**src/shared/bit_manip_pkg.sv**
```systemverilog
// Purpose: Shared constants and types for the bit manipulation unit
// Assumes: Byte-wide operands, 3-bit bit positions
// Notes: Flag positions follow the condition code register layout
package bit_manip_pkg;
  localparam int DATA_W = 8;
  localparam int POS_W = 3;
  localparam int CCR_W = 8;
  // Flag positions inside the condition code register
  localparam int CARRY_POS = 0;
  localparam int ZERO_POS = 2;
  localparam logic [CCR_W-1:0] CCR_RESET = 8'h80;
  localparam logic [DATA_W-1:0] DATA_RESET = 8'h00;

  typedef enum logic [3:0] {
    set_bit_op,
    clear_bit_op,
    invert_bit_op,
    test_bit_op,
    carry_and_bit_op,
    carry_and_inverted_bit_op,
    carry_or_bit_op,
    carry_or_inverted_bit_op,
    carry_xor_bit_op,
    carry_xor_inverted_bit_op,
    load_bit_to_carry_op,
    load_inverted_bit_to_carry_op,
    store_carry_to_bit_op,
    store_inverted_carry_to_bit_op
  } bit_op_type;

  typedef enum {
    idle_st,
    mem_read_st,
    mem_write_st
  } seq_state_type;
endpackage : bit_manip_pkg

```
**src/bit_alu.sv**
```systemverilog
// Purpose: Combinational bit operation core
// Assumes: Caller has already resolved the bit position
// Notes: Pure function of its inputs
`timescale 1ns/1ps
module bit_alu (
  // Operation
  input wire bit_manip_pkg::bit_op_type op,
  input wire logic [2:0] bit_pos,
  // Operand and flags
  input wire logic [7:0] operand,
  input wire logic carry_in,
  // Results
  output logic [7:0] result,
  output logic write_operand,
  output logic carry_out,
  output logic write_carry,
  output logic zero_out,
  output logic write_zero
);
  import bit_manip_pkg::*;
  logic sel_bit;
  logic [DATA_W-1:0] mask;

  always_comb begin
    sel_bit = operand[bit_pos];
    mask = 8'h01 << bit_pos;
    result = operand;
    write_operand = 1'b0;
    carry_out = carry_in;
    write_carry = 1'b0;
    zero_out = 1'b0;
    write_zero = 1'b0;
    // Only the targeted flag is ever strobed
    case (op)
      set_bit_op: begin
        result = operand | mask;
        write_operand = 1'b1;
      end
      clear_bit_op: begin
        result = operand & ~mask;
        write_operand = 1'b1;
      end
      invert_bit_op: begin
        result = operand ^ mask;
        write_operand = 1'b1;
      end
      test_bit_op: begin
        zero_out = ~sel_bit;
        write_zero = 1'b1;
      end
      carry_and_bit_op: begin
        carry_out = carry_in & sel_bit;
        write_carry = 1'b1;
      end
      carry_or_bit_op: begin
        carry_out = carry_in | sel_bit;
        write_carry = 1'b1;
      end
      carry_xor_bit_op: begin
        carry_out = carry_in ^ sel_bit;
        write_carry = 1'b1;
      end
      carry_and_inverted_bit_op: begin
        carry_out = carry_in & ~sel_bit;
        write_carry = 1'b1;
      end
      carry_or_inverted_bit_op: begin
        carry_out = carry_in | ~sel_bit;
        write_carry = 1'b1;
      end
      carry_xor_inverted_bit_op: begin
        carry_out = carry_in ^ ~sel_bit;
        write_carry = 1'b1;
      end
      load_bit_to_carry_op: begin
        carry_out = sel_bit;
        write_carry = 1'b1;
      end
      load_inverted_bit_to_carry_op: begin
        carry_out = ~sel_bit;
        write_carry = 1'b1;
      end
      store_carry_to_bit_op: begin
        result = carry_in ? (operand | mask) : (operand & ~mask);
        write_operand = 1'b1;
      end
      store_inverted_carry_to_bit_op: begin
        result = carry_in ? (operand & ~mask) : (operand | mask);
        write_operand = 1'b1;
      end
      default: begin
        result = operand;
      end
    endcase
  end
endmodule : bit_alu

```
**src/bit_manip_unit.sv**
```systemverilog
// Purpose: Execution datapath for byte-wide single-bit instructions
// Assumes: Decoded operands from the core, memory port answers one cycle after a read strobe
// Notes: One instruction in flight; start is ignored while busy
`timescale 1ns/1ps
module bit_manip_unit (
  // Clock and reset
  input wire logic ref_clk,
  input wire logic rst_b,
  // Instruction issue
  input wire logic start,
  input wire bit_manip_pkg::bit_op_type op,
  input wire logic use_reg_pos,
  input wire logic [2:0] imm_pos,
  input wire logic [7:0] pos_reg_value,
  input wire logic operand_in_mem,
  input wire logic [7:0] reg_operand,
  input wire logic [15:0] mem_addr,
  // Condition code register as held by the core
  input wire logic [7:0] ccr_in,
  // Memory port
  output logic mem_rd,
  output logic mem_wr,
  output logic [15:0] mem_addr_out,
  output logic [7:0] mem_wdata,
  input wire logic [7:0] mem_rdata,
  // Results
  output logic busy,
  output logic done,
  output logic reg_we,
  output logic [7:0] reg_result,
  output logic ccr_we,
  output logic [7:0] ccr_out
);
  import bit_manip_pkg::*;

  seq_state_type state_reg;
  seq_state_type state_next;
  bit_op_type op_reg;
  logic [POS_W-1:0] pos_reg;
  logic [15:0] addr_reg;
  logic [CCR_W-1:0] ccr_reg;
  logic [POS_W-1:0] pos_sel;
  logic pos_from_reg;
  logic [DATA_W-1:0] alu_operand;
  logic [DATA_W-1:0] alu_result;
  logic alu_wr_op;
  logic alu_carry;
  logic alu_wr_carry;
  logic alu_zero;
  logic alu_wr_zero;
  logic [CCR_W-1:0] ccr_new;
  logic finish_now;
  logic reg_path;

  // Register position allowed only for set, clear, invert, test
  always_comb begin
    case (op)
      set_bit_op, clear_bit_op, invert_bit_op, test_bit_op: pos_from_reg = use_reg_pos;
      default: pos_from_reg = 1'b0;
    endcase
  end

  assign pos_sel = pos_from_reg ? pos_reg_value[POS_W-1:0] : imm_pos;
  assign reg_path = (state_reg == idle_st) && start && !operand_in_mem;

  // Memory phase reuses the latched op and position
  always_comb begin
    alu_operand = reg_path ? reg_operand : mem_rdata;
  end

  bit_alu u_alu (
    .op(reg_path ? op : op_reg),
    .bit_pos(reg_path ? pos_sel : pos_reg),
    .operand(alu_operand),
    .carry_in(ccr_in[CARRY_POS]),
    .result(alu_result),
    .write_operand(alu_wr_op),
    .carry_out(alu_carry),
    .write_carry(alu_wr_carry),
    .zero_out(alu_zero),
    .write_zero(alu_wr_zero)
  );

  // Untouched flags pass through from the core copy
  always_comb begin
    ccr_new = ccr_in;
    if (alu_wr_carry) begin
      ccr_new[CARRY_POS] = alu_carry;
    end
    if (alu_wr_zero) begin
      ccr_new[ZERO_POS] = alu_zero;
    end
  end

  // Sequencer
  always_comb begin
    state_next = state_reg;
    case (state_reg)
      idle_st: begin
        if (start && operand_in_mem) begin
          state_next = mem_read_st;
        end
      end
      mem_read_st: state_next = mem_write_st;
      mem_write_st: state_next = idle_st;
      default: state_next = idle_st;
    endcase
  end

  always_ff @(posedge ref_clk or negedge rst_b) begin
    if (!rst_b) begin
      state_reg <= idle_st;
    end else begin
      state_reg <= state_next;
    end
  end

  always_ff @(posedge ref_clk or negedge rst_b) begin
    if (!rst_b) begin
      op_reg <= set_bit_op;
      pos_reg <= 3'h0;
      addr_reg <= 16'h0000;
    end else if (state_reg == idle_st && start) begin
      op_reg <= op;
      pos_reg <= pos_sel;
      addr_reg <= mem_addr;
    end
  end

  // Read strobe one cycle; data assumed on mem_rdata the following cycle
  assign mem_rd = (state_reg == mem_read_st);
  assign mem_addr_out = addr_reg;
  assign busy = (state_reg != idle_st);
  assign finish_now = reg_path || (state_reg == mem_write_st);

  // Byte written back only for ops that change the operand; flag-only ops leave mem_wr low
  always_ff @(posedge ref_clk or negedge rst_b) begin
    if (!rst_b) begin
      mem_wr <= 1'b0;
      mem_wdata <= DATA_RESET;
    end else begin
      mem_wr <= (state_reg == mem_write_st) && alu_wr_op;
      mem_wdata <= (state_reg == mem_write_st) ? alu_result : mem_wdata;
    end
  end

  always_ff @(posedge ref_clk or negedge rst_b) begin
    if (!rst_b) begin
      done <= 1'b0;
      reg_we <= 1'b0;
      reg_result <= DATA_RESET;
      ccr_we <= 1'b0;
      ccr_reg <= CCR_RESET;
    end else begin
      done <= finish_now;
      reg_we <= reg_path && alu_wr_op;
      reg_result <= reg_path ? alu_result : reg_result;
      ccr_we <= finish_now && (alu_wr_carry || alu_wr_zero);
      ccr_reg <= finish_now ? ccr_new : ccr_reg;
    end
  end

  assign ccr_out = ccr_reg;
endmodule : bit_manip_unit

```
**config.mk**
```make
export PLATFORM = sky130hd
export DESIGN_NAME = bit_manip_unit
export DESIGN_NICKNAME = d
export VERILOG_FILES = /design/src/shared/bit_manip_pkg.sv /design/src/bit_alu.sv /design/src/bit_manip_unit.sv
export SDC_FILE = /design/constraint.sdc
export NUM_CORES = 1
export LEC_CHECK = 0
export BUFFER_PORTS_ARGS = -buffer_cell sky130_fd_sc_hd__clkbuf_2
export CORE_ASPECT_RATIO = 1.1
export CORE_MARGIN = 2
export CORE_UTILIZATION = 51
export DETAILED_ROUTE_END_ITERATION = 8
export GPL_TIMING_DRIVEN = 0
export HOLD_SLACK_MARGIN = 0.08
export MAX_ROUTING_LAYER = met4
export PLACE_DENSITY_LB_ADDON = 0.25
export SETUP_SLACK_MARGIN = 0.02
export SLEW_MARGIN = 20
export SYNTH_ARGS = -nofsm -noshare
export SYNTH_HDL_FRONTEND = slang
export SYNTH_HIERARCHICAL = 1
export SYNTH_SLANG_ARGS = --single-unit
```
**constraint.sdc**
```tcl
create_clock -name ref_clk -period 3.6 [get_ports ref_clk]
set_clock_uncertainty 0.2 [all_clocks]
set_input_delay 0.72 -clock ref_clk [delete_from_list [all_inputs] [get_ports ref_clk]]
set_output_delay 0.72 -clock ref_clk [all_outputs]
set_load 0.005 [all_outputs]
```
==> results of run 1 <==
[what timing repair did]
item                                    CTS  global route
pin swaps                                 1             0
resized for setup                         0             3
setup buffers                             1             0
endpoints found under the setup margin   17            13
[kinds of logic after synthesis]
family | count (synthesis) | synth area share
AOI/OAI and AO/OA | 56 | 0.108
xor gates and xnor gates | 1 | 0.00274
adders and majority gates | 20 | 0.0784
buffers and inverters | 35 | 0.0580
DFF | 53 | 0.416
muxes | 64 | 0.225
and+or+nand+nor | 69 | 0.112
[power by group through the flow]
stage | Combinational (mW) | Sequential [mW] | Clock, mW
finish | 0.740 | 0.822 | 0.330
global route | 0.827 | 0.843 | 0.369
CTS | 0.743 | 0.824 | 0.344
detailed placement | 0.741 | 0.834 | 0
global placement | 0.716 | 0.829 | 0
floorplan | 0.447 | 0.840 | 0
[critical path: stages]
cell      delay (ns)
clkbuf_2        0.10
or3b_2          0.47
clkbuf_1        0.16
mux2i_1         0.15
a21oi_1         0.38
nor3b_2         0.31
inv_1           0.11
o22ai_1         0.18
a211o_1         0.19
mux2i_1         0.08
mux2_2          0.26
mux2_2          0.25
[layer usage]
metal,vias up,global-route usage,part of all wire
met5,-,-,0
met4,0,0.0737,0.019
met3,9,0.0353,0.045
met2,76,0.330,0.50
met1,1202,0.274,0.43
li1,1261,-,-
[layout make-up]
class / instances / area, um2
Clock buffer: 6 / 72.6
Inverter: 20 / 75.1
Fill cell: 507 / 2220
Buffer: 15 / 110
Clock inverter: 2 / 13.8
Tap cell: 80 / 100
Sequential cell: 53 / 1330
Multi-Input combinational cell: 210 / 1690
Timing Repair Buffer: 101 / 510
[metrics by stage]
step	worst slack (ns)	power, mW	area [um2]	TNS (ns)
CTS	0.0594	1.91	3890	0
floorplan	0.105	1.29	3190	0
global route	0.0201	2.04	3900	0
finish	0.223	1.89	3900	0
detailed placement	-0.427	1.58	3800	-6.91
global placement	-0.396	1.54	3790	-6.31
[placed cells by master (no fill, tap or decap), drive strengths merged, types with 8 or more instances in the layout]
cell,n
o211ai,8
inv,20
a21oi,18
buf,13
nand2,20
ha,20
o21ai,19
nor2,22
dfrtp,52
clkbuf,108
mux2,59
[worst max-delay path by stage]
| stage | startpoint | end | cells past startpoint |
|---|---|---|---|
| 2_1_floorplan | operand_in_mem | ccr_out[0]$_DFFE_PN0P_ | 12 |
| 3_3_place_gp | operand_in_mem | reg_result[5]$_DFFE_PN0P_ | 13 |
| 3_5_place_dp | operand_in_mem | ccr_out[0]$_DFFE_PN0P_ | 13 |
| 4_1_cts | op[3] | reg_result[2]$_DFFE_PN0P_ | 14 |
| 5_1_grt | op[3] | reg_result[0]$_DFFE_PN0P_ | 14 |
| 6_report | op[3] | ccr_out[0]$_DFFE_PN0P_ | 12 |
==> results.cfg, run 1 <==
[outcome]
status = finished clean

[cts]
cts_max_level = 2
cts_made_buffers = 5
clkTransAtPathRegs_ns = 0.09
clock_latency_ns = 0.30
clk_path_buf_depth = 2
cts_root_buf = clkbuf_8
cts_tree = done
cts_sinks = 53
cts_hold_buf = 0

[power_and_ir_drop]
peakVddDrop_v = 0.000327
p_int_mw = 1.27
switching_share = 0.331
clkPwrFrac = 0.175
p_comb_frac = 0.391
power.switching_uw = 625
pwr-share-seq = 0.434
pwr_density_cell_mw_per_mm2 = 485
p_leak_nw = 1.92

[route]
wl_per_cell_um = 13.6
drt-total-wl_um = 6640
drc = 0
viasPerCell = 5.23
drt_iter0_drc = 127
num_vias = 2548
drt_pass1_iterations = 4
antenna_left = 0

[critical_path]
reg2reg_depth = 12
cp.arrival_ns = 3.37
regToRegSetupSlack_ns = 0.29
r2r_start = state_reg[1]$_DFFE_PN0P_
path_class = input port to flip-flop
end_kind = flip-flop
r2r_end = ccr_out[0]$_DFFE_PN0P_
start_kind = input port
crit_fanout = 5
critPathRequiredTime_ns = 3.59

[place]
io_buffers = 100
place_inst = 478
gp_congestion = 0.927
hpwlAfterDp_um = 5160

[sta]
rsz0062_at_grt = false
max_slew_margin = 0.525
period_share = 0.938
tightest_slew_ns = 0.712
slew_viol_final = 0
hold_ws_ns = 0.286
min_period_ns = 3.38
setup_viol = 0
clock.fmax_mhz = 296
finalHoldViolations = 0

[cells_and_area]
areaGrowthSynthToFinish_pct = 22.1
final_nets = 486
drive_gt1_frac = 0.469
n_antenna_cell = 0
final_util = 0.637
finalNonFillerCells = 487
largest_register_ff_count = 16

[global_routing]
grt_max_degree = 54
grt.total_usage = 0.210
first_global_vias = 2416
grt_pass1_wl_um = 11100
grt_overflow = 0
antenna_found_initial = 0

[flow_run]
maxCapViolations = 0

[synthesis]
synth_edf_count = 0
yosys.area.top_type = dfrtp_1
synthCells = 298
seq_area_frac_synth = 0.416
async_flop_share = 1.00
yosys.cell_count.top_type = mux2_2
syn_area_mm2 = 0.00319
ys_ff_latch = 53
synth.net_count = 378
synthTopCellsByArea = dfrtp_1 41%, mux2_2 20%, ha_1 7.8%
synth_top_area_frac = 0.408
synthFlopType = dfrtp_1
ys_types = 44
yosys-top-cells-count = 58 x mux2_2, 52 x dfrtp_1, 22 x nor2_1, 20 x ha_1, 20 x nand2_1
avgSynthCellArea_um2 = 10.7
ys_warn_count = 6

[die]
die_area_mm2 = 0.00691
start_util = 0.522
fp.dieH_um = 87.0
die_x_um = 79.4
design.core.area_mm2 = 0.00612
rows = 30
ios = 106

[min_path]
hold_class = input port to async pin
(Power assumes the default switching activity.)
==> run 2: changes to the inputs <==
clock period = 3.15 ns   (was 3.6 ns; I/O delays follow)
==> results.cfg, run 2 (synthesized netlist as in run 1, its figures left out) <==
[outcome]
status = finished clean

[place]
io_buffers = 100
pre_cts_ws_ns = -0.590
place_inst = 478
hpwlAfterDp_um = 5270
gp_congestion = 0.917

[global_routing]
use_met3 = 0.0373
grt_max_degree = 54
grt_overflow = 0
grt_pass1_wl_um = 11600
first_global_vias = 2624
grt-busiest-layer = met2
use_met1 = 0.268
antenna_found_initial = 0
grt_util_met2 = 0.378
grt.total_usage = 0.223

[critical_path]
end_kind = flip-flop
crit_top_cell = mux2_4
critPathBufInv = 1
cp.arrival_ns = 3.10
path_class = flip-flop to flip-flop
cp.depth = 10
r2r_start = state_reg[1]$_DFFE_PN0P_
cp_cell_sequence = nor4b_4 -> buf_6 -> mux2_4 -> mux2_4 -> o22a_1 -> nor2_2 -> a211o_1 -> mux2i_1 -> mux2_4 -> mux2_4
reg2reg_depth = 10
crit_fanout = 6
crit_path_top_delay_cell = dfrtp_2
timing.critical_path.from = state_reg[1]$_DFFE_PN0P_
cp_top_family = multiplexers
critPathMaxStageDelay_ns = 0.46
regToRegSetupSlack_ns = 0.04
start_kind = flip-flop
critPathRequiredTime_ns = 3.15
r2r_end = ccr_out[0]$_DFFE_PN0P_

[sta]
rsz0062_at_grt = true
finalHoldViolations = 0
finalWorstSetupSlack_ns = 0.0449
finalSetupTns_ns = 0
period_share = 0.986
clock.fmax_mhz = 322
tightest_slew_ns = 0.724
setup_viol = 0
min_period_ns = 3.11
max_slew_margin = 0.517
slew_viol_final = 0

[cells_and_area]
final_nets = 499
finalNonFillerCells = 500
final_cell_mix = 101 x clkbuf_2, 51 x dfrtp_1, 45 x mux2_2
n_antenna_cell = 0
drive_gt1_frac = 0.567
layout_commonest_cell = clkbuf_2
largest_register_ff_count = 16
areaGrowthSynthToFinish_pct = 32.1

[cts]
clock_latency_ns = 0.31
cts_max_level = 2
clkTransAtPathRegs_ns = 0.10
cts_hold_buf = 0
cts_tree = done
cts_root_buf = clkbuf_8
cts_sinks = 53
clk_path_buf_depth = 2
cts_made_buffers = 5

[die]
rows = 30
start_util = 0.522
design.core.area_mm2 = 0.00612
die_x_um = 79.4
fp.dieH_um = 87.0
ios = 106
die_area_mm2 = 0.00691

[route]
drc = 0
wl_per_cell_um = 15.1
drt_pass1_iterations = 4
drt-total-wl_um = 7540
drt_iter0_drc = 169
num_vias = 2702
viasPerCell = 5.40
antenna_left = 0

[power_and_ir_drop]
pwr_density_cell_mw_per_mm2 = 558
peakVddDrop_v = 0.000428
power_mw = 2.35
p_leak_nw = 2.05

[flow_run]
maxCapViolations = 0

[min_path]
hold_class = input port to async pin
## run 2: changes by cell type in the layout (fill, tap and decap cells not counted), moves of 7 or more
cell	previous run	this run
o21ai_1	1	9
mux2_4	1	14
mux2_2	58	45
o21ai_0	17	7
inv_1	19	12
buf_4	3	19
## run 2: repair_timing
item / CTS / global route
resized for setup: 2 / 50
cloned: 0 / 3
hold endpoints to repair: 0 / 0
setup buffers: 5 / 8
pin swaps: 2 / 11
endpoints found under the setup margin: 18 / 18
## run 2: cell type report
type                    count  area [um2]
repair buffers            115         616
clock buffers               6        72.6
fillers                   462        1900
plain buffers              13         100
clock inverters             2        13.8
well taps                  80         100
multi-input cells         211        1900
inverters                  20        83.8
flip-flops and latches     53        1330
## run 2: worst max-delay path by stage
stage                     slack [ns]                   endpoint
after floorplan                -0.04     ccr_out[0]$_DFFE_PN0P_
after global routing           -0.04     ccr_out[0]$_DFFE_PN0P_
after CTS                       0.03     ccr_out[0]$_DFFE_PN0P_
after detailed placement       -0.59   mem_wdata[7]$_DFFE_PN0P_
after global placement         -0.54  reg_result[0]$_DFFE_PN0P_
final                           0.04     ccr_out[0]$_DFFE_PN0P_
## run 2: stage by stage
stage,hold slack [ns],util,area [um2]
floorplan,0.134,-,3280
global placement,0.286,0.635,3880
detailed placement,0.293,0.635,3890
CTS,0.213,0.657,4020
global route,0.255,0.689,4220
finish,0.182,0.689,4220
## run 2: report_power, final
group / switching (mW) / internal (mW) / total, mW
logic: 0.485 / 0.530 / 1.01
registers: 0.0884 / 0.853 / 0.941
clock network: 0.237 / 0.159 / 0.396
total: 0.810 / 1.54 / 2.35
## run 2: metal layers
metal,routed length [um],vias up
li1,-,1287
met1,3150,1292
met2,3740,113
met3,511,10
met4,140,0
met5,0,-
==> run 3: changes to the inputs <==
CORE_UTILIZATION = 53   (was 51)
CTS_BUF_LIST = sky130_fd_sc_hd__clkbuf_2   (was unset)
==> results.cfg, run 3 (synthesized netlist as in run 1, its figures left out) <==
[critical_path]
critPathMaxStageDelay_ns = 0.49
critPathRequiredTime_ns = 3.31
cp.depth = 11
path_class = flip-flop to flip-flop
crit_top_cell = mux2_4
regToRegSetupSlack_ns = 0.08
r2r_end = ccr_out[0]$_DFFE_PN0P_
crit_path_top_delay_cell = dfrtp_2
start_kind = flip-flop
r2r_start = state_reg[0]$_DFFE_PN0P_
crit_end = ccr_out[0]$_DFFE_PN0P_
reg2reg_depth = 11
cp_cell_sequence = nor4b_4 -> buf_6 -> buf_12 -> mux2_4 -> mux2_4 -> o22a_1 -> nor2_1 -> a211o_1 -> mux2i_1 -> mux2_4 -> mux2_4
crit_fanout = 10
end_kind = flip-flop
cp_top_family = multiplexers
cp.arrival_ns = 3.24
critPathBufInv = 2
timing.critical_path.from = state_reg[0]$_DFFE_PN0P_

[cells_and_area]
largest_register_ff_count = 16
final_util = 0.717
n_antenna_cell = 0
final_cell_mix = 107 x clkbuf_2, 50 x dfrtp_1, 49 x mux2_2
areaGrowthSynthToFinish_pct = 30.3
finalNonFillerCells = 499
final_nets = 501
layout_commonest_cell = clkbuf_2
final_cell_area_mm2 = 0.00416
fillCellCount = 472
drive_gt1_frac = 0.538

[sta]
rsz0062_at_grt = true
tightest_slew_ns = 0.719
min_period_ns = 3.07
finalWorstSetupSlack_ns = 0.0758
period_share = 0.976
slew_viol_final = 0
clock.fmax_mhz = 325
max_slew_margin = 0.521
setup_viol = 0
finalHoldViolations = 0

[die]
design.core.area_mm2 = 0.00581
die_x_um = 78.0
ios = 106
die_area_mm2 = 0.00666
start_util = 0.550
fp.dieH_um = 85.4
rows = 29

[global_routing]
grt_overflow = 0
grt_max_degree = 54
grt_pass1_wl_um = 12400
first_global_vias = 2744
antenna_found_initial = 0
grt.total_usage = 0.239

[cts]
cts_tree = done
clkTransAtPathRegs_ns = 0.27
clock_latency_ns = 0.44
cts_max_level = 2
cts_root_buf = clkbuf_2
cts_sinks = 53
clk_path_buf_depth = 2
cts_made_buffers = 5

[route]
drc = 0
wl_per_cell_um = 15.1
antenna_left = 0
drt_iter0_drc = 108
viasPerCell = 5.32
drt_pass1_iterations = 4
drt-total-wl_um = 7550
num_vias = 2654

[place]
io_buffers = 100
place_inst = 475
gp_congestion = 0.923
placed_cell_area_mm2 = 0.00388
hpwlAfterDp_um = 5450
pre_cts_ws_ns = -0.604

[min_path]
hold_class = input port to flip-flop

[power_and_ir_drop]
pwr-share-seq = 0.424
switching_share = 0.355
power_mw = 2.22
power.switching_uw = 788
p_comb_frac = 0.451
clkPwrFrac = 0.126
p_leak_nw = 2.03
pwr_density_cell_mw_per_mm2 = 533
peakVddDrop_v = 0.000398
p_int_mw = 1.43

[flow_run]
maxCapViolations = 0

[outcome]
status = finished clean
-- run 3: changes by cell type in the layout (fill, tap and decap cells not counted), moves of 3 or more --
cell      delta
clkbuf_2     +6
nor2_1       +3
clkbuf_8     -5
buf_4        -4
mux2_2       +4
o21ai_0      +3
nor2_2       -4
buf_12       +3
mux2_4       -4
-- run 3: routing by layer --
metal	up-vias	wire length (um)	GRT usage
met2	85	3950	0.417
met5	-	0	-
met1	1281	3120	0.282
met4	0	76	0.0766
li1	1280	-	-
met3	8	412	0.0426
-- run 3: repair_timing --
item | in CTS | in global routing
resized for setup | 3 | 28
cloned | 0 | 2
hold buffers | 1 | 0
setup buffers | 4 | 10
pin swaps | 1 | 9
hold endpoints to repair | 52 | 0
setup endpoints to repair | 18 | 18
-- run 3: power by group through the flow --
stage / Clock [mW] / Combinational (mW) / Sequential, mW
6_report: 0.279 / 1.00 / 0.940
5_1_grt: 0.310 / 1.10 / 0.966
4_1_cts: 0.289 / 0.935 / 0.942
3_5_place_dp: 0 / 0.918 / 0.958
3_3_place_gp: 0 / 0.886 / 0.947
2_1_floorplan: 0 / 0.566 / 0.961
-- run 3: per-stage QoR --
step | hold slack (ns) | TNS (ns)
floorplan | 0.134 | -0.0395
global placement | 0.286 | -8.95
detailed placement | 0.293 | -10.41
CTS | 0.171 | 0
global route | 0.154 | -0.115
finish | 0.193 | 0
-- run 3: layout make-up --
type,instances,area (um2),share of cell area
Buffer,14,121,0.0292
Clock buffer,5,25.0,0.00602
Tap cell,77,96.3,0.0232
Inverter,20,80.1,0.0192
Timing Repair Buffer,117,662,0.159
Multi-Input combinational cell,210,1820,0.438
Sequential cell,53,1330,0.320
Clock inverter,3,21.3,0.00511
-- run 3: worst min path at each step --
stage / startpoint / end / slack, ns / cells after the start
final: mem_addr[11] / mem_addr_out[11]$_DFFE_PN0N_ / 0.19 / 2
after global routing: mem_addr[14] / mem_addr_out[14]$_DFFE_PN0N_ / 0.15 / 2
after CTS: mem_addr[14] / mem_addr_out[14]$_DFFE_PN0N_ / 0.17 / 2
after floorplan: rst_b / ccr_out[0]$_DFFE_PN0P_ / 0.13 / 0
after detailed placement: mem_wdata[0]$_DFFE_PN0P_ / mem_wdata[0]$_DFFE_PN0P_ / 0.29 / 1
after global placement: op_reg[0]$_DFFE_PN0N_ / op_reg[0]$_DFFE_PN0N_ / 0.29 / 1
-- run 3: worst reg2reg max path: cells and delay by family (launching register included) --
kind            cells  cell delay [ns]
buf+inv             2             0.34
flops               1             0.49
mux                 5             1.24
simple gates        2             0.39
compound gates      2             0.37
